`config.mk`:
```
export PLATFORM = sky130hd
export DESIGN_NAME = gpio_upper_pin_config
export DESIGN_NICKNAME = d
export VERILOG_FILES = /design/src/hw/gpio_upper_pkg.sv /design/src/hw/pin_cond_if.sv /design/src/hw/gpio_upper_pin_config.sv /design/src/hw/pin_input_cond.sv
export SDC_FILE = /design/constraint.sdc
export NUM_CORES = 1
export LEC_CHECK = 0
export ABC_CLOCK_PERIOD_IN_PS = 1540
export BUFFER_PORTS_ARGS = -buffer_cell sky130_fd_sc_hd__buf_2
export CORE_AREA = 2 2 95 106
export DETAILED_ROUTE_END_ITERATION = 8
export DIE_AREA = 0 0 97 108
export PLACE_DENSITY = 0.75
export SYNTH_ARGS = -nofsm -noshare
export SYNTH_HDL_FRONTEND = slang
export SYNTH_SLANG_ARGS = --single-unit
```
`constraint.sdc`:
```
create_clock -name mclk -period 1.54 [get_ports mclk]
set_input_delay 0.154 -clock mclk [delete_from_list [all_inputs] [get_ports mclk]]
set_output_delay 0.154 -clock mclk [all_outputs]
set_load 0.1 [all_outputs]
```
`src/hw/gpio_upper_pkg.sv`:
```
// Constants for the upper pin configuration block: register offsets, field positions,
// reset values, function codes and debounce timing.
// Assumes a single 200 MHz system clock and byte-wide register access.
`default_nettype none
package gpio_upper_pkg;

  // ==========================================================================
  // Register offsets
  localparam logic [7:0] ADDR_PIN_CONFIG_12_13 = 8'h1b;
  localparam logic [7:0] ADDR_PIN_CONFIG_14_15 = 8'h1c;
  localparam logic [7:0] ADDR_PIN_MODE_LOW_BYTE = 8'h1d;

  // ==========================================================================
  // Reset values: every upper pin starts as an active-low input, wake enabled
  localparam logic [7:0] RST_PIN_CONFIG = 8'h11;
  localparam logic [7:0] RST_PIN_MODE_LOW = 8'h00;
  localparam logic [7:0] RDATA_UNMAPPED = 8'h00;

  // ==========================================================================
  // Field positions inside a pin pair register (low pin at 0..3, high pin at 4..7)
  localparam int FN_LO_POS = 0;
  localparam int TYPE_LO_POS = 2;
  localparam int WSUP_LO_POS = 3;
  localparam int FN_HI_POS = 4;
  localparam int TYPE_HI_POS = 6;
  localparam int WSUP_HI_POS = 7;

  // Pin function codes
  localparam logic [1:0] FN_SOURCE = 2'h0;
  localparam logic [1:0] FN_INPUT = 2'h1;
  localparam logic [1:0] FN_ALT = 2'h2;
  localparam logic [1:0] FN_MODE = 2'h3;

  // Mode bit positions in the low mode byte for sequencer outputs
  localparam int MODE_PIN3_POS = 3;
  localparam int MODE_PIN4_POS = 4;
  localparam int MODE_PIN6_POS = 6;
  localparam int MODE_PIN7_POS = 7;

  // ==========================================================================
  // Debounce timing
  localparam int CLK_PERIOD_PS = 5000;
  localparam int DEBOUNCE_TIME_NS = 10000;
  localparam int DEBOUNCE_CYCLES = (DEBOUNCE_TIME_NS * 1000) / CLK_PERIOD_PS;
  localparam int DEB_W = 12;
  localparam logic [DEB_W-1:0] DEB_LAST = DEB_W'(DEBOUNCE_CYCLES - 1);
  localparam logic [DEB_W-1:0] DEB_ZERO = 12'h000;

endpackage
`default_nettype wire

```
`src/hw/pin_cond_if.sv`:
```
// Interface between the configuration block and one pin input conditioner.
// Assumes both ends run on mclk.
`timescale 1ns/1ps
`default_nettype none
interface pin_cond_if;
  logic raw_pin;
  logic is_input;
  logic debounce_en;
  logic active_high;
  logic wake_suppress;
  logic sync_level;
  logic active;
  logic wake;

  modport cfg
  (
    output raw_pin, is_input, debounce_en, active_high, wake_suppress,
    input sync_level, active, wake
  );
  modport cond
  (
    input raw_pin, is_input, debounce_en, active_high, wake_suppress,
    output sync_level, active, wake
  );
endinterface
`default_nettype wire

```
`src/hw/gpio_upper_pin_config.sv`:
```
// Upper pin configuration block: registers for pins 12 to 15, low mode byte,
// pin output selection and input conditioning.
// Assumes register strobes and internal status inputs are synchronous to mclk;
// pin inputs are asynchronous.
//
// Function
// - Passive-to-active edge wakes unless suppressed
// - Type bit selects input polarity and rail
// - Pin 13 drives feedback, push-pull or open-drain
// - Pin 13 code 01 is regulator-capable input
// - Code 11 on 12-14 is push-pull mode output
// - Pin 12 fault output or input
// - Pin 12 code 10 follows voltage monitor
// - Pins 14,15 blink open-drain or input
// - Pin 15 clock line when pin 14 assigns
// - Pin 15 code 11 open-drain mode output
// - Pin 14 code 10 data, pin 15 clock
// - Input mode bit enables debouncing
// - Output mode bit sets output level
// - Mode bit sets sequencer output polarity
`timescale 1ns/1ps
`default_nettype none
module gpio_upper_pin_config
  import gpio_upper_pkg::*;
(
  input wire logic mclk,
  input wire logic rst,
  input wire logic [7:0] reg_addr,
  input wire logic [7:0] reg_wdata,
  input wire logic reg_we,
  input wire logic reg_re,
  output logic [7:0] reg_rdata,
  input wire logic [3:0] pin_in,
  output logic [3:0] pin_out,
  output logic [3:0] pin_oe_n,
  output logic [3:0] rail_two_sel,
  input wire logic [3:0] upper_mode_bits,
  input wire logic supply_fault_low,
  input wire logic system_voltage_alert,
  input wire logic feedback_signal_one,
  input wire logic blink14_on,
  input wire logic blink15_on,
  input wire logic twowire_data_low,
  input wire logic twowire_clk_low,
  output logic twowire_enable,
  output logic twowire_data_in,
  output logic twowire_clk_in,
  output logic [3:0] pin_input_active,
  output logic [3:0] pin_wake,
  output logic wake_request,
  output logic pin13_regulator_ctrl,
  output logic [7:0] low_pin_mode,
  input wire logic [3:0] seq_state,
  output logic [3:0] seq_drive
);

  // Output level for an active state at the chosen polarity
  function automatic logic pol(input logic state, input logic act_high);
    pol = act_high ? state : ~state;
  endfunction

  // ==========================================================================
  // Registers
  logic [7:0] cfg_lo_r;
  logic [7:0] cfg_hi_r;
  logic [7:0] mode_r;
  logic [7:0] rdata_r;
  logic [3:0] out_r;
  logic [3:0] oe_n_r;
  logic [3:0] seq_r;

  wire hit_lo = reg_addr == ADDR_PIN_CONFIG_12_13;
  wire hit_hi = reg_addr == ADDR_PIN_CONFIG_14_15;
  wire hit_mode = reg_addr == ADDR_PIN_MODE_LOW_BYTE;
  wire [7:0] rdata_nxt = hit_lo ? cfg_lo_r :
                         hit_hi ? cfg_hi_r :
                         hit_mode ? mode_r : RDATA_UNMAPPED;

  always_ff @(posedge mclk)
  begin
    if (rst)
    begin
      cfg_lo_r <= RST_PIN_CONFIG;
      cfg_hi_r <= RST_PIN_CONFIG;
      mode_r <= RST_PIN_MODE_LOW;
      rdata_r <= RDATA_UNMAPPED;
    end
    else
    begin
      if (reg_we && hit_lo)
      begin
        cfg_lo_r <= reg_wdata;
      end
      if (reg_we && hit_hi)
      begin
        cfg_hi_r <= reg_wdata;
      end
      if (reg_we && hit_mode)
      begin
        mode_r <= reg_wdata;
      end
      if (reg_re)
      begin
        rdata_r <= rdata_nxt;
      end
    end
  end

  assign reg_rdata = rdata_r;

  // ==========================================================================
  // Field decode
  wire [1:0] f12 = cfg_lo_r[FN_LO_POS+:2];
  wire [1:0] f13 = cfg_lo_r[FN_HI_POS+:2];
  wire [1:0] f14 = cfg_hi_r[FN_LO_POS+:2];
  wire [1:0] f15 = cfg_hi_r[FN_HI_POS+:2];
  wire [3:0] fn_in = {f15 == FN_INPUT, f14 == FN_INPUT, f13 == FN_INPUT, f12 == FN_INPUT};
  wire [3:0] type_bits = {cfg_hi_r[TYPE_HI_POS], cfg_hi_r[TYPE_LO_POS],
                          cfg_lo_r[TYPE_HI_POS], cfg_lo_r[TYPE_LO_POS]};
  wire [3:0] wsup_bits = {cfg_hi_r[WSUP_HI_POS], cfg_hi_r[WSUP_LO_POS],
                          cfg_lo_r[WSUP_HI_POS], cfg_lo_r[WSUP_LO_POS]};
  wire [3:0] m = upper_mode_bits;
  wire tw_en = f14 == FN_ALT;
  wire fault_on = ~supply_fault_low;

  // ==========================================================================
  // Output selection per pin: level, drive and open-drain
  wire v12 = (f12 == FN_SOURCE) ? pol(fault_on, m[0]) :
             (f12 == FN_ALT) ? pol(system_voltage_alert, m[0]) : m[0];
  wire d12 = f12 != FN_INPUT;
  wire v13 = (f13 == FN_MODE) ? m[1] : pol(feedback_signal_one, m[1]);
  wire d13 = f13 != FN_INPUT;
  wire od13 = f13 == FN_ALT;
  wire v14 = (f14 == FN_SOURCE) ? pol(blink14_on, ~m[2]) :
             (f14 == FN_ALT) ? ~twowire_data_low : m[2];
  wire d14 = f14 != FN_INPUT;
  wire od14 = f14 != FN_MODE;
  wire v15 = (f15 == FN_SOURCE) ? pol(blink15_on, ~m[3]) :
             (f15 == FN_ALT) ? ~twowire_clk_low : m[3];
  wire d15 = (f15 != FN_INPUT) && (f15 != FN_ALT || tw_en);

  wire [3:0] val = {v15, v14, v13, v12};
  wire [3:0] drv = {d15, d14, d13, d12};
  wire [3:0] od = {1'b1, od14, od13, 1'b0};
  wire [3:0] oe_n_nxt = ~(drv & (~od | ~val));

  wire [3:0] seq_mode = {mode_r[MODE_PIN7_POS], mode_r[MODE_PIN6_POS],
                         mode_r[MODE_PIN4_POS], mode_r[MODE_PIN3_POS]};
  wire [3:0] seq_nxt = ~(seq_state ^ seq_mode);

  always_ff @(posedge mclk)
  begin
    if (rst)
    begin
      out_r <= 4'h0;
      oe_n_r <= 4'hf;
      seq_r <= 4'h0;
    end
    else
    begin
      out_r <= val;
      oe_n_r <= oe_n_nxt;
      seq_r <= seq_nxt;
    end
  end

  assign pin_out = out_r;
  assign pin_oe_n = oe_n_r;
  assign seq_drive = seq_r;
  assign rail_two_sel = type_bits;
  assign low_pin_mode = mode_r;

  // ==========================================================================
  // Input conditioning
  pin_cond_if pc[4] ();
  logic [3:0] sync_lvl;
  logic [3:0] act;
  logic [3:0] wk;

  for (genvar i = 0; i < 4; i++)
  begin : g_pin
    assign pc[i].raw_pin = pin_in[i];
    assign pc[i].is_input = fn_in[i];
    assign pc[i].debounce_en = m[i];
    assign pc[i].active_high = type_bits[i];
    assign pc[i].wake_suppress = wsup_bits[i];
    assign sync_lvl[i] = pc[i].sync_level;
    assign act[i] = pc[i].active;
    assign wk[i] = pc[i].wake;
    pin_input_cond u_cond
    (
      .mclk(mclk),
      .rst(rst),
      .pc(pc[i])
    );
  end

  assign pin_input_active = act & fn_in;
  assign pin_wake = wk;
  assign wake_request = |wk;
  assign pin13_regulator_ctrl = fn_in[1] & act[1];
  assign twowire_enable = tw_en;
  assign twowire_data_in = tw_en & sync_lvl[2];
  assign twowire_clk_in = tw_en & sync_lvl[3];

  // ==========================================================================
  // Checks
  AST_P13_PUSHPULL: assert property (@(posedge mclk) disable iff (rst)
    $past(f13 == FN_SOURCE) |-> !pin_oe_n[1] && pin_out[1] == $past(pol(feedback_signal_one, m[1])))
    else $error("pin 13 push-pull feedback wrong");
  AST_P13_OPEN_DRAIN: assert property (@(posedge mclk) disable iff (rst)
    $past(f13 == FN_ALT) |-> pin_oe_n[1] == $past(pol(feedback_signal_one, m[1])))
    else $error("pin 13 open-drain feedback wrong");
  AST_P13_INPUT: assert property (@(posedge mclk) disable iff (rst)
    $past(f13 == FN_INPUT) && f13 == FN_INPUT |-> pin_oe_n[1] && (pin13_regulator_ctrl == act[1]))
    else $error("pin 13 input drives pin");
  AST_P12_MODE_OUT: assert property (@(posedge mclk) disable iff (rst)
    $past(f12 == FN_MODE) |-> !pin_oe_n[0] && pin_out[0] == $past(m[0]))
    else $error("pin 12 mode output level wrong");
  AST_P14_MODE_OUT: assert property (@(posedge mclk) disable iff (rst)
    $past(f14 == FN_MODE) |-> !pin_oe_n[2] && pin_out[2] == $past(m[2]))
    else $error("pin 14 mode output level wrong");
  AST_P12_FAULT: assert property (@(posedge mclk) disable iff (rst)
    $past(f12 == FN_SOURCE) |-> !pin_oe_n[0] && pin_out[0] == $past(pol(fault_on, m[0])))
    else $error("pin 12 fault output wrong");
  AST_P12_MONITOR: assert property (@(posedge mclk) disable iff (rst)
    $past(f12 == FN_ALT) |-> !pin_oe_n[0] && pin_out[0] == $past(pol(system_voltage_alert, m[0])))
    else $error("pin 12 monitor output wrong");
  AST_P15_BLINK: assert property (@(posedge mclk) disable iff (rst)
    $past(f15 == FN_SOURCE) |-> pin_oe_n[3] == $past(pol(blink15_on, ~m[3])))
    else $error("pin 15 blink drive wrong");
  AST_P15_CLOCK: assert property (@(posedge mclk) disable iff (rst)
    $past(f15 == FN_ALT) |-> pin_oe_n[3] == ($past(!tw_en) || !$past(twowire_clk_low)))
    else $error("pin 15 clock line wrong");
  AST_P14_DATA: assert property (@(posedge mclk) disable iff (rst)
    $past(f14 == FN_ALT) |-> pin_oe_n[2] == !$past(twowire_data_low))
    else $error("pin 14 data line wrong");
  AST_P15_MODE_OD: assert property (@(posedge mclk) disable iff (rst)
    $past(f15 == FN_MODE) |-> pin_oe_n[3] == $past(m[3]))
    else $error("pin 15 open-drain mode output wrong");
  AST_SEQ_POL: assert property (@(posedge mclk) disable iff (rst)
    !$past(rst) |-> seq_drive[2] == ($past(seq_state[2]) == $past(mode_r[MODE_PIN6_POS])))
    else $error("sequencer polarity wrong");
  AST_WRITE_EFFECT: assert property (@(posedge mclk) disable iff (rst)
    reg_we && hit_hi && reg_wdata[FN_HI_POS+:2] == FN_INPUT |=> cfg_hi_r == $past(reg_wdata) ##1 pin_oe_n[3])
    else $error("register write did not take effect");

  // ==========================================================================
  // Checks: released inputs, open-drain levels, wake gating and register path
  AST_P12_INPUT: assert property (@(posedge mclk) disable iff (rst)
    $past(f12 == FN_INPUT) |-> pin_oe_n[0])
    else $error("pin 12 input drives pin");
  AST_P14_INPUT: assert property (@(posedge mclk) disable iff (rst)
    $past(f14 == FN_INPUT) |-> pin_oe_n[2])
    else $error("pin 14 input drives pin");
  AST_P15_INPUT: assert property (@(posedge mclk) disable iff (rst)
    $past(f15 == FN_INPUT) |-> pin_oe_n[3])
    else $error("pin 15 input drives pin");
  AST_P14_BLINK: assert property (@(posedge mclk) disable iff (rst)
    $past(f14 == FN_SOURCE) |-> pin_oe_n[2] == $past(pol(blink14_on, ~m[2])))
    else $error("pin 14 blink drive wrong");
  AST_P13_MODE_OUT: assert property (@(posedge mclk) disable iff (rst)
    $past(f13 == FN_MODE) |-> !pin_oe_n[1] && pin_out[1] == $past(m[1]))
    else $error("pin 13 mode output level wrong");
  AST_P15_OD_LOW: assert property (@(posedge mclk) disable iff (rst)
    !pin_oe_n[3] |-> !pin_out[3])
    else $error("pin 15 driven high");
  AST_P14_OD_LOW: assert property (@(posedge mclk) disable iff (rst)
    $past(f14 != FN_MODE) && !pin_oe_n[2] |-> !pin_out[2])
    else $error("pin 14 open-drain driven high");
  AST_P15_CLK_OFF: assert property (@(posedge mclk) disable iff (rst)
    $past(f15 == FN_ALT && f14 != FN_ALT) |-> pin_oe_n[3])
    else $error("pin 15 clock driven without data assignment");
  AST_TWOWIRE_FOLLOW: assert property (@(posedge mclk) disable iff (rst)
    f14 == FN_ALT && !$past(rst, 2) |-> twowire_data_in == $past(pin_in[2], 2))
    else $error("two-wire data input does not follow pin 14");
  AST_RAIL_FOLLOW_LO: assert property (@(posedge mclk) disable iff (rst)
    $past(reg_we && hit_lo) |-> rail_two_sel[0] == $past(reg_wdata[TYPE_LO_POS]))
    else $error("pin 12 rail select wrong");
  AST_RAIL_FOLLOW_HI: assert property (@(posedge mclk) disable iff (rst)
    $past(reg_we && hit_hi) |-> rail_two_sel[3] == $past(reg_wdata[TYPE_HI_POS]))
    else $error("pin 15 rail select wrong");
  AST_WAKE_GATE_12: assert property (@(posedge mclk) disable iff (rst)
    pin_wake[0] |-> $past(f12 == FN_INPUT) && !$past(cfg_lo_r[WSUP_LO_POS]))
    else $error("pin 12 wake while not an enabled input");
  AST_WAKE_GATE_14: assert property (@(posedge mclk) disable iff (rst)
    pin_wake[2] |-> $past(f14 == FN_INPUT) && !$past(cfg_hi_r[WSUP_LO_POS]))
    else $error("pin 14 wake while not an enabled input");
  AST_SEQ_POL_PIN3: assert property (@(posedge mclk) disable iff (rst)
    !$past(rst) |-> seq_drive[0] == ($past(seq_state[0]) == $past(mode_r[MODE_PIN3_POS])))
    else $error("pin 3 sequencer polarity wrong");
  AST_SEQ_POL_PIN7: assert property (@(posedge mclk) disable iff (rst)
    !$past(rst) |-> seq_drive[3] == ($past(seq_state[3]) == $past(mode_r[MODE_PIN7_POS])))
    else $error("pin 7 sequencer polarity wrong");
  AST_MODE_WRITE: assert property (@(posedge mclk) disable iff (rst)
    reg_we && hit_mode |=> low_pin_mode == $past(reg_wdata))
    else $error("mode byte write did not take effect");
  AST_LO_WRITE: assert property (@(posedge mclk) disable iff (rst)
    reg_we && hit_lo && reg_wdata[FN_LO_POS+:2] == FN_INPUT |=> ##1 pin_oe_n[0])
    else $error("pin 12 input write did not release pin");
  AST_RDATA_MODE: assert property (@(posedge mclk) disable iff (rst)
    reg_re && hit_mode |=> reg_rdata == $past(mode_r))
    else $error("mode byte read wrong");

endmodule
`default_nettype wire

```
`src/hw/pin_input_cond.sv`:
```
// One pin input path: synchroniser, polarity, optional debounce, wake edge detect.
// Assumes raw_pin is asynchronous to mclk; configuration comes from mclk logic.
`timescale 1ns/1ps
`default_nettype none
module pin_input_cond
  import gpio_upper_pkg::*;
(
  input wire logic mclk,
  input wire logic rst,
  pin_cond_if.cond pc
);

  logic s1_r;
  logic s2_r;
  logic active_r;
  logic active_nxt;
  logic wake_r;
  logic [DEB_W-1:0] cnt_r;
  logic [DEB_W-1:0] cnt_nxt;

  // ==========================================================================
  // Polarity and debounce
  wire lvl = pc.active_high ? s2_r : ~s2_r;
  wire differs = lvl != active_r;
  wire settled = cnt_r == DEB_LAST;
  assign active_nxt = (!pc.debounce_en || (differs && settled)) ? lvl : active_r;
  assign cnt_nxt = (!pc.debounce_en || !differs || settled) ? DEB_ZERO : cnt_r + 12'h001;
  wire wake_nxt = active_nxt & ~active_r & pc.is_input & ~pc.wake_suppress;

  always_ff @(posedge mclk)
  begin
    if (rst)
    begin
      // Passive level of the reset polarity (both pins of a pair), so no false edge at release
      s1_r <= ~RST_PIN_CONFIG[TYPE_LO_POS];
      s2_r <= ~RST_PIN_CONFIG[TYPE_LO_POS];
      active_r <= 1'b0;
      cnt_r <= DEB_ZERO;
      wake_r <= 1'b0;
    end
    else
    begin
      s1_r <= pc.raw_pin;
      s2_r <= s1_r;
      active_r <= active_nxt;
      cnt_r <= cnt_nxt;
      wake_r <= wake_nxt;
    end
  end

  assign pc.sync_level = s2_r;
  assign pc.active = active_r;
  assign pc.wake = wake_r;

  // ==========================================================================
  // Checks
  AST_WAKE_QUIET: assert property (@(posedge mclk) disable iff (rst)
    $past(pc.wake_suppress) |-> !wake_r)
    else $error("wake raised while suppressed");
  AST_WAKE_CAUSE: assert property (@(posedge mclk) disable iff (rst)
    wake_r |-> active_r && !$past(active_r) && $past(pc.is_input))
    else $error("wake without passive to active edge");
  AST_NO_DEBOUNCE: assert property (@(posedge mclk) disable iff (rst)
    (!pc.debounce_en ##1 !pc.debounce_en) |-> active_r == $past(lvl))
    else $error("undebounced input does not follow pin");
  AST_POLARITY: assert property (@(posedge mclk) disable iff (rst)
    !pc.debounce_en && pc.active_high |=> active_r == $past(s2_r))
    else $error("active-high input inverted");

endmodule
`default_nettype wire

```
==> results.md, run 1 <==
- Maximum Capacitance Violations: 0
- Syn Nets: roughly 530
- Layout area overhead: 29.2%
- Leak: ~2.4 nW
- Hold Slack: 0.0256 ns
- Yosys reg bits: around 110
- Crit path max-delay cell type: or4_4
- Crit. End Element: primary output
- Final period utilization: 1.02
- Initial DRC count: around 150
- Worst slew pin tran: 0.559 ns
- Internal reg-to-reg setup slack: approximately 0.01 ns
- First drt pass iteration count: 5
- CTS HTree Levels: 3
- Hold Violations, Final: 0
- Via count: 3770
- Synth warn: 0
- Via density per instance: between 5 and 6
- Later-pin clock latency in the skew report: about 0.37 ns
- Worst VDD drop: approximately 0.54 mV
- Syn avg cell area: between 9 and 10 um^2
- Hold Startpoint: seq_state[0]
- HPWL after DPL: 7610 um
- Crit path required time: ~1.4 ns
- Cell Pwr Density: around 840 nW/um^2
- Gr ovfl total: 0
- GR Util All Layers: 0.200
- Register area share after synthesis: 0.471
- Violated checks: negative setup slack
- Root Driver: clkbuf_8
- Dominant cell type by area after synthesis: dfxtp_1
- CP Max Fanout: 2
- TritonCTS Sinks: 108
- Die width: 97 um
- Drt drc: 0
- Most used DFF post-synth: dfxtp_1
- First-pass GRT wire length: around 17000 um
- Distinct cells, synth: 44
- RSZ-0062 raised after global routing: true
- Drt wl/cell: 14.1 um
- Asr flop ratio synth: 0
- Largest cells by area after synthesis: dfxtp_1, xnor2_1, nor2_1, mux2i_1, nor3_1
- Number of global-route vias before repair: roughly 3700
- Setup ws final: -0.0237 ns
- IO Port Bufs: 83
- Final Setup Violations: 1
- Die Outline Area: roughly 10000 um^2
- Post-synth top area share: 0.471
- Post-synthesis cell area: approximately 4600 um^2
- Clock Pin Slew Worst Setup and Hold Paths: about 0.10 ns
- Setup TNS: -0.0237 ns
- Num ports: between 80 and 90
- Antenna viol nets, final: 0
- Critical path startpoint: g_pin[1].u_cond.pc.wake$_SDFF_PP0_
- RR Startpoint: g_pin[2].u_cond.cnt_r[5]$_SDFF_PP0_
- Fill cells: ~740
- # nets final: 654
- Crit path arrival time: approximately 1.4 ns
- Max Root-Sink Buffers: 2
- Cells along the critical path: or4_4, buf_12
- Hold Crit Class: input pin to flip-flop
- Fin. max-slew vios: 0
- Status: complete, but fails checks
- CP Class: flip-flop to primary output
- Routability cong.: 0.772
- Max_slew headroom: 0.628
- Number of flops mapped to enable cells by yosys: 0
- Routed WL: 10300 um
- Pin count of the biggest net entering global routing: 30
- Core footprint: ~9300 um^2
- CP peak stage delay: 0.54 ns
- Tmin final: 1.56 ns
- Worst Setup Start Kind: flip-flop
- FP Rows: 37
- Clock skew: between 0.008 and 0.009 ns
- Cells after Synth: about 500
- TritonCTS Buffers: 9
- Chip Height: 108 um
- Initial Util: 0.493
- FMAX: 640 MHz
- Core Util, Final: 0.637
- Share of cells above drive strength 1: 0.362
- Clock tree from TritonCTS: yes
- Initial antenna violation count: 1
==> power breakdown <==
part / leakage, nW / total, W / switching (W) / internal [W]
Clock: 0.0873 / 0.00159 / 0.000981 / 0.000604
Combinational: 1.42 / 0.000537 / 0.000361 / 0.000175
Sequential: 0.884 / 0.00285 / 0.0000193 / 0.00283
Total: 2.39 / 0.00497 / 0.00136 / 0.00361
==> stage by stage <==
step	instance area (um^2)	cells	power, W	worst slack (ns)
after floorplan	4640	486	0.00327	-0.0703
after global placement	5560	712	0.00342	-0.00548
after detailed placement	5560	712	0.00343	-0.0351
after CTS	5830	733	0.00499	-0.0275
after global routing	5930	734	0.00514	-0.0655
final	5930	734	0.00497	-0.0237
==> worst paths after layout <==
check	endpoint	cells past startpoint
max	wake_request	2
min	seq_drive[0]$_SDFF_PP0_	3
max reg2reg	g_pin[2].u_cond.pc.active$_SDFF_PP0_	5
min reg2reg	g_pin[2].u_cond.pc.sync_level$_SDFF_PP1_	1
==> layout by cell type (no fill, tap or decap), drive strengths merged, types with 10 or more instances in the layout <==
cell type and n:
xor2 10, clkbuf 10, dfxtp 108, inv 16, buf 137, mux2i 24
nand2 12, xnor2 46, nand3 12, nor3 20, nor2 104
==> critical path: cells and delay by family, from the launching register on <==
| kind | cells | cell delay, ns |
|---|---|---|
| AND/OR/NAND/NOR | 1 | 0.54 |
| flip-flops | 1 | 0.32 |
| buffers and inverters | 1 | 0.18 |
==> routing by layer <==
| metal | vias up | wire length (um) | global-route usage |
|---|---|---|---|
| li1 | 1880 | - | - |
| met1 | 1770 | 4310 | 0.234 |
| met2 | 98 | 5160 | 0.354 |
| met3 | 22 | 488 | 0.0414 |
| met4 | 0 | 355 | 0.0946 |
| met5 | - | 0 | 0 |
==> layout make-up <==
class	count	area [um^2]	area share
clock buffer	10	128	0.0215
multi-input combinational	337	2340	0.394
timing repair buffer	141	1020	0.172
sequential	108	2190	0.370
tap	117	146	0.0247
clock inverter	6	47.5	0.00802
antenna	1	2.50	0.000422
inverter	14	52.6	0.00887
==> state kept, by name, indices dropped and copies added, names as in the netlist <==
| register | cells |
|---|---|
| cfg_hi_r | 8 |
| cfg_lo_r | 8 |
| g_pin.u_cond.cnt_r | 48 |
| g_pin.u_cond.pc.active | 4 |
| g_pin.u_cond.pc.sync_level | 4 |
| g_pin.u_cond.pc.wake | 4 |
| g_pin.u_cond.s1_r | 4 |
| low_pin_mode | 8 |
| pin_oe_n | 4 |
| pin_out | 4 |
| reg_rdata | 8 |
| seq_drive | 4 |
==> cells by family after synthesis <==
| kind of cell | count (synthesis) | share of synthesized area |
|---|---|---|
| and+or+nand+nor | 211 | 0.235 |
| DFF | 108 | 0.471 |
| xor gates and xnor gates | 56 | 0.107 |
| buffers and inverters | 41 | 0.0464 |
| AOI/OAI and AO/OA | 34 | 0.0573 |
| muxes | 32 | 0.0720 |
| adders and majority gates | 4 | 0.0109 |
==> repair_timing <==
item,in CTS,in global routing
pin swaps,3,3
buffers inserted,1,0
resized for setup,17,23
hold endpoints to repair,4,0
hold buffers,4,0
endpoints found under the setup margin,9,46
==> Yosys cell counts, drive strengths merged (4+ instances only) <==
cell	number
nand2	12
mux2	8
or2	9
nor2	104
nand3	12
nor2b	7
mux2i	24
a211oi	9
ha	4
xnor2	46
buf	19
nand4	7
a22oi	8
and2	5
nor4	6
clkbuf	8
dfxtp	108
inv	14
xor2	10
o21ai	4
or3	9
a21oi	7
nor3	20
nor3b	4
o41ai	4
No activity file was read; power rests on OpenSTA's default activity.
==> run 2, diff against run 1 <==
--- a/config.mk
+++ b/config.mk
@@ -5,12 +5,12 @@
 export SDC_FILE = /design/constraint.sdc
 export NUM_CORES = 1
 export LEC_CHECK = 0
-export ABC_CLOCK_PERIOD_IN_PS = 1540
+export ABC_CLOCK_PERIOD_IN_PS = 1900
 export BUFFER_PORTS_ARGS = -buffer_cell sky130_fd_sc_hd__buf_2
 export CORE_AREA = 2 2 95 106
 export DETAILED_ROUTE_END_ITERATION = 8
 export DIE_AREA = 0 0 97 108
-export PLACE_DENSITY = 0.75
+export PLACE_DENSITY = 0.69
 export SYNTH_ARGS = -nofsm -noshare
 export SYNTH_HDL_FRONTEND = slang
 export SYNTH_SLANG_ARGS = --single-unit
==> constraint.sdc (replaced) <==
create_clock -name mclk -period 1.9 [get_ports mclk]
set_input_delay 0.19 -clock mclk [delete_from_list [all_inputs] [get_ports mclk]]
set_output_delay 0.19 -clock mclk [all_outputs]
set_load 0.1 [all_outputs]
==> run 2 against run 1 <==
  * Sequential cell count is the same
  * Sequential power fell by 19%
  * Register-to-register slack better by 0.16 ns
  * Global-route usage down 1.0 points
  * Sequential share of layout area is 2.6 points higher
  * Core utilization decreased by 5.0 points
  * First-iteration DRC count down 29%
  * Critical endpoint is now pin13_regulator_ctrl
  * Largest power group unchanged
  * Combinational power fell by 26%
  * Setup slack improved by 0.086 ns
  * The flow now finishes without violations
  * Cell count is 5.2% lower
  * Via count shrank 5.2%
==> results.md, run 2 (synthesized netlist as in run 1, its figures left out) <==
- Max_slew headroom: 0.662
- ANT cells: 0
- Cell Pwr Density: 828 nW/um^2
- Pin count of the biggest net entering global routing: 37
- Final Setup Violations: 0
- Initial antenna violation count: 0
- Worst Hold Endpoint: seq_drive[2]$_SDFF_PP0_
- First-pass GRT wire length: approximately 16000 um
- IO Port Bufs: 83
- Later-pin clock latency in the skew report: about 0.37 ns
- Clock skew: roughly 0.012 ns
- CP delay by family, top: simple AND/OR/NAND/NOR gates
- TritonCTS Sinks: roughly 110
- Via density per instance: about 5
- Core footprint: 9310 um^2
- Number of global-route vias before repair: roughly 3400
- CP Class: flip-flop to primary output
- Hold Violations, Final: 0
- Root Driver: clkbuf_8
- Crit path required time: around 1.7 ns
- TritonCTS Buffers: 9
- CP Max Fanout: 5
- Die width: between 90 and 100 um
- Largest register FFs: 48
- Cell area after layout: 5460 um^2
- Initial DRC count: 108
- WP buf/inv: 1
- R2R depth: 5
- CP peak stage delay: between 0.4 and 0.5 ns
- HPWL after DPL: a little over 7000 um
- Worst Setup Start Kind: flip-flop
- Die Outline Area: between 10000 and 15000 um^2
- Internal reg-to-reg setup slack: approximately 0.17 ns
- Status: finished, final reports clean
- RSZ-0062 raised after global routing: true
- Setup ws final: ~0.062 ns
- Clock tree from TritonCTS: yes
- First drt pass iteration count: 4
- Cells along the critical path: nor2b_1, and2_2, buf_2
- Hold depth: 3
- Routability cong.: around 0.83
- Critical path startpoint: cfg_lo_r[4]$_SDFFE_PP1P_
- CTS HTree Levels: 3
- Gr ovfl total: 0
- Placement Setup Slack: 0.134 ns
- GR Util All Layers: 0.190
- Worst VDD drop: between 0.4 and 0.5 mV
- Most frequent cells in the layout: dfxtp_1, nor2_1, buf_2, xnor2_1, mux2i_1
- FP Rows: 37
- Clock Pin Slew Worst Setup and Hold Paths: approximately 0.1 ns
- Final period utilization: 0.967
- Leak: 2.16 nW
- Crit. End Element: primary output
- Initial Util: 0.493
- Max Root-Sink Buffers: 2
- Worst slew pin tran: 0.504 ns
- Most common cell after layout, fill and taps aside: dfxtp_1
- Hold Startpoint: seq_state[2]
- Num ports: 84
- Crit path arrival time: between 1.5 and 2 ns
- Maximum Capacitance Violations: 0
- RR Startpoint: g_pin[3].u_cond.cnt_r[0]$_SDFF_PP0_
- Hold Crit Class: input pin to flip-flop
- Placed cell area: just over 5000 um^2
- Antenna viol nets, final: 0
- Share of cells above drive strength 1: 0.256
- Drt drc: 0
- Core Util, Final: 0.586
- Drt wl/cell: about 14 um
- Layout area overhead: 19.0%
- # nets final: just over 600
- FMAX: around 540 MHz
- Fill cells: roughly 840
- Crit path max-delay cell type: dfxtp_1
- Tmin final: approximately 1.8 ns
- Via count: approximately 3600
- Fin. max-slew vios: 0
- Biggest register: g_pin.u_cond.cnt_r
- Routed WL: a little under 10000 um
- Worst flop-to-flop path endpoint: g_pin[3].u_cond.cnt_r[6]$_SDFF_PP0_
- Chip Height: roughly 110 um
- Crit path depth: 3
-- run 2: cell count changes in the layout (fill, tap and decap cells not counted), moves of 3 or more --
| cell | previous run | this run |
|---|---|---|
| nand3_1 | 7 | 12 |
| buf_4 | 52 | 18 |
| and2_2 | 0 | 3 |
| buf_12 | 11 | 1 |
| dfxtp_2 | 21 | 0 |
| nor2b_1 | 3 | 6 |
| ha_1 | 1 | 4 |
| bufinv_16 | 0 | 4 |
| and2_4 | 3 | 0 |
| nand3_2 | 4 | 0 |
| dfxtp_1 | 86 | 108 |
| buf_2 | 74 | 81 |
-- run 2: final cells by class --
class	instances	area [um^2]	share of cell area
timing repair buffer	104	601	0.110
clock buffer	10	138	0.0252
inverter	14	52.6	0.00963
clock inverter	6	134	0.0245
multi-input combinational	337	2220	0.407
tap	117	146	0.0268
sequential	108	2160	0.396
-- run 2: per-stage QoR --
stage                     total power (W)  hold slack, ns  TNS (ns)  cells
after floorplan                   0.00265           0.294   -0.0140    486
after global placement            0.00275           0.374         0    676
after detailed placement          0.00276           0.376         0    676
after CTS                         0.00456          0.0418         0    696
after global routing              0.00467          0.0718   -0.0436    696
final                             0.00452          0.0531         0    696
-- run 2: timing repair --
action	in CTS	in global routing
buffers inserted	0	0
hold endpoints to repair	4	0
hold buffers	4	0
endpoints found under the setup margin	2	2
resized for setup	2	0
-- run 2: how the worst max path moves through the flow --
stage | to | slack, ns
final | pin13_regulator_ctrl | 0.06
after global routing | pin_input_active[1] | -0.02
after CTS | pin13_regulator_ctrl | 0.04
after detailed placement | reg_rdata[7]$_SDFFE_PP0P_ | 0.13
after global placement | reg_rdata[7]$_SDFFE_PP0P_ | 0.24
after floorplan | twowire_clk_in | -0.007
-- run 2: per-layer routing --
metal  global-route usage  vias to the layer above  part of all wire
li1                     -                     1803                 -
met1                0.230                     1694              0.45
met2                0.327                       63              0.49
met3               0.0414                       15             0.040
met4               0.0855                        0             0.020
met5                    0                        -                 0
-- run 2: tightest hold or removal path, cell delays in order --
cell	delay [ns]
buf_2	0.08
xor2_1	0.05
nor2_1	0.07
-- run 2: where the power goes --
| part | internal [W] | switching [W] |
|---|---|---|
| registers | 0.00229 | 0.0000168 |
| clock network | 0.00105 | 0.000761 |
| logic | 0.000113 | 0.000285 |
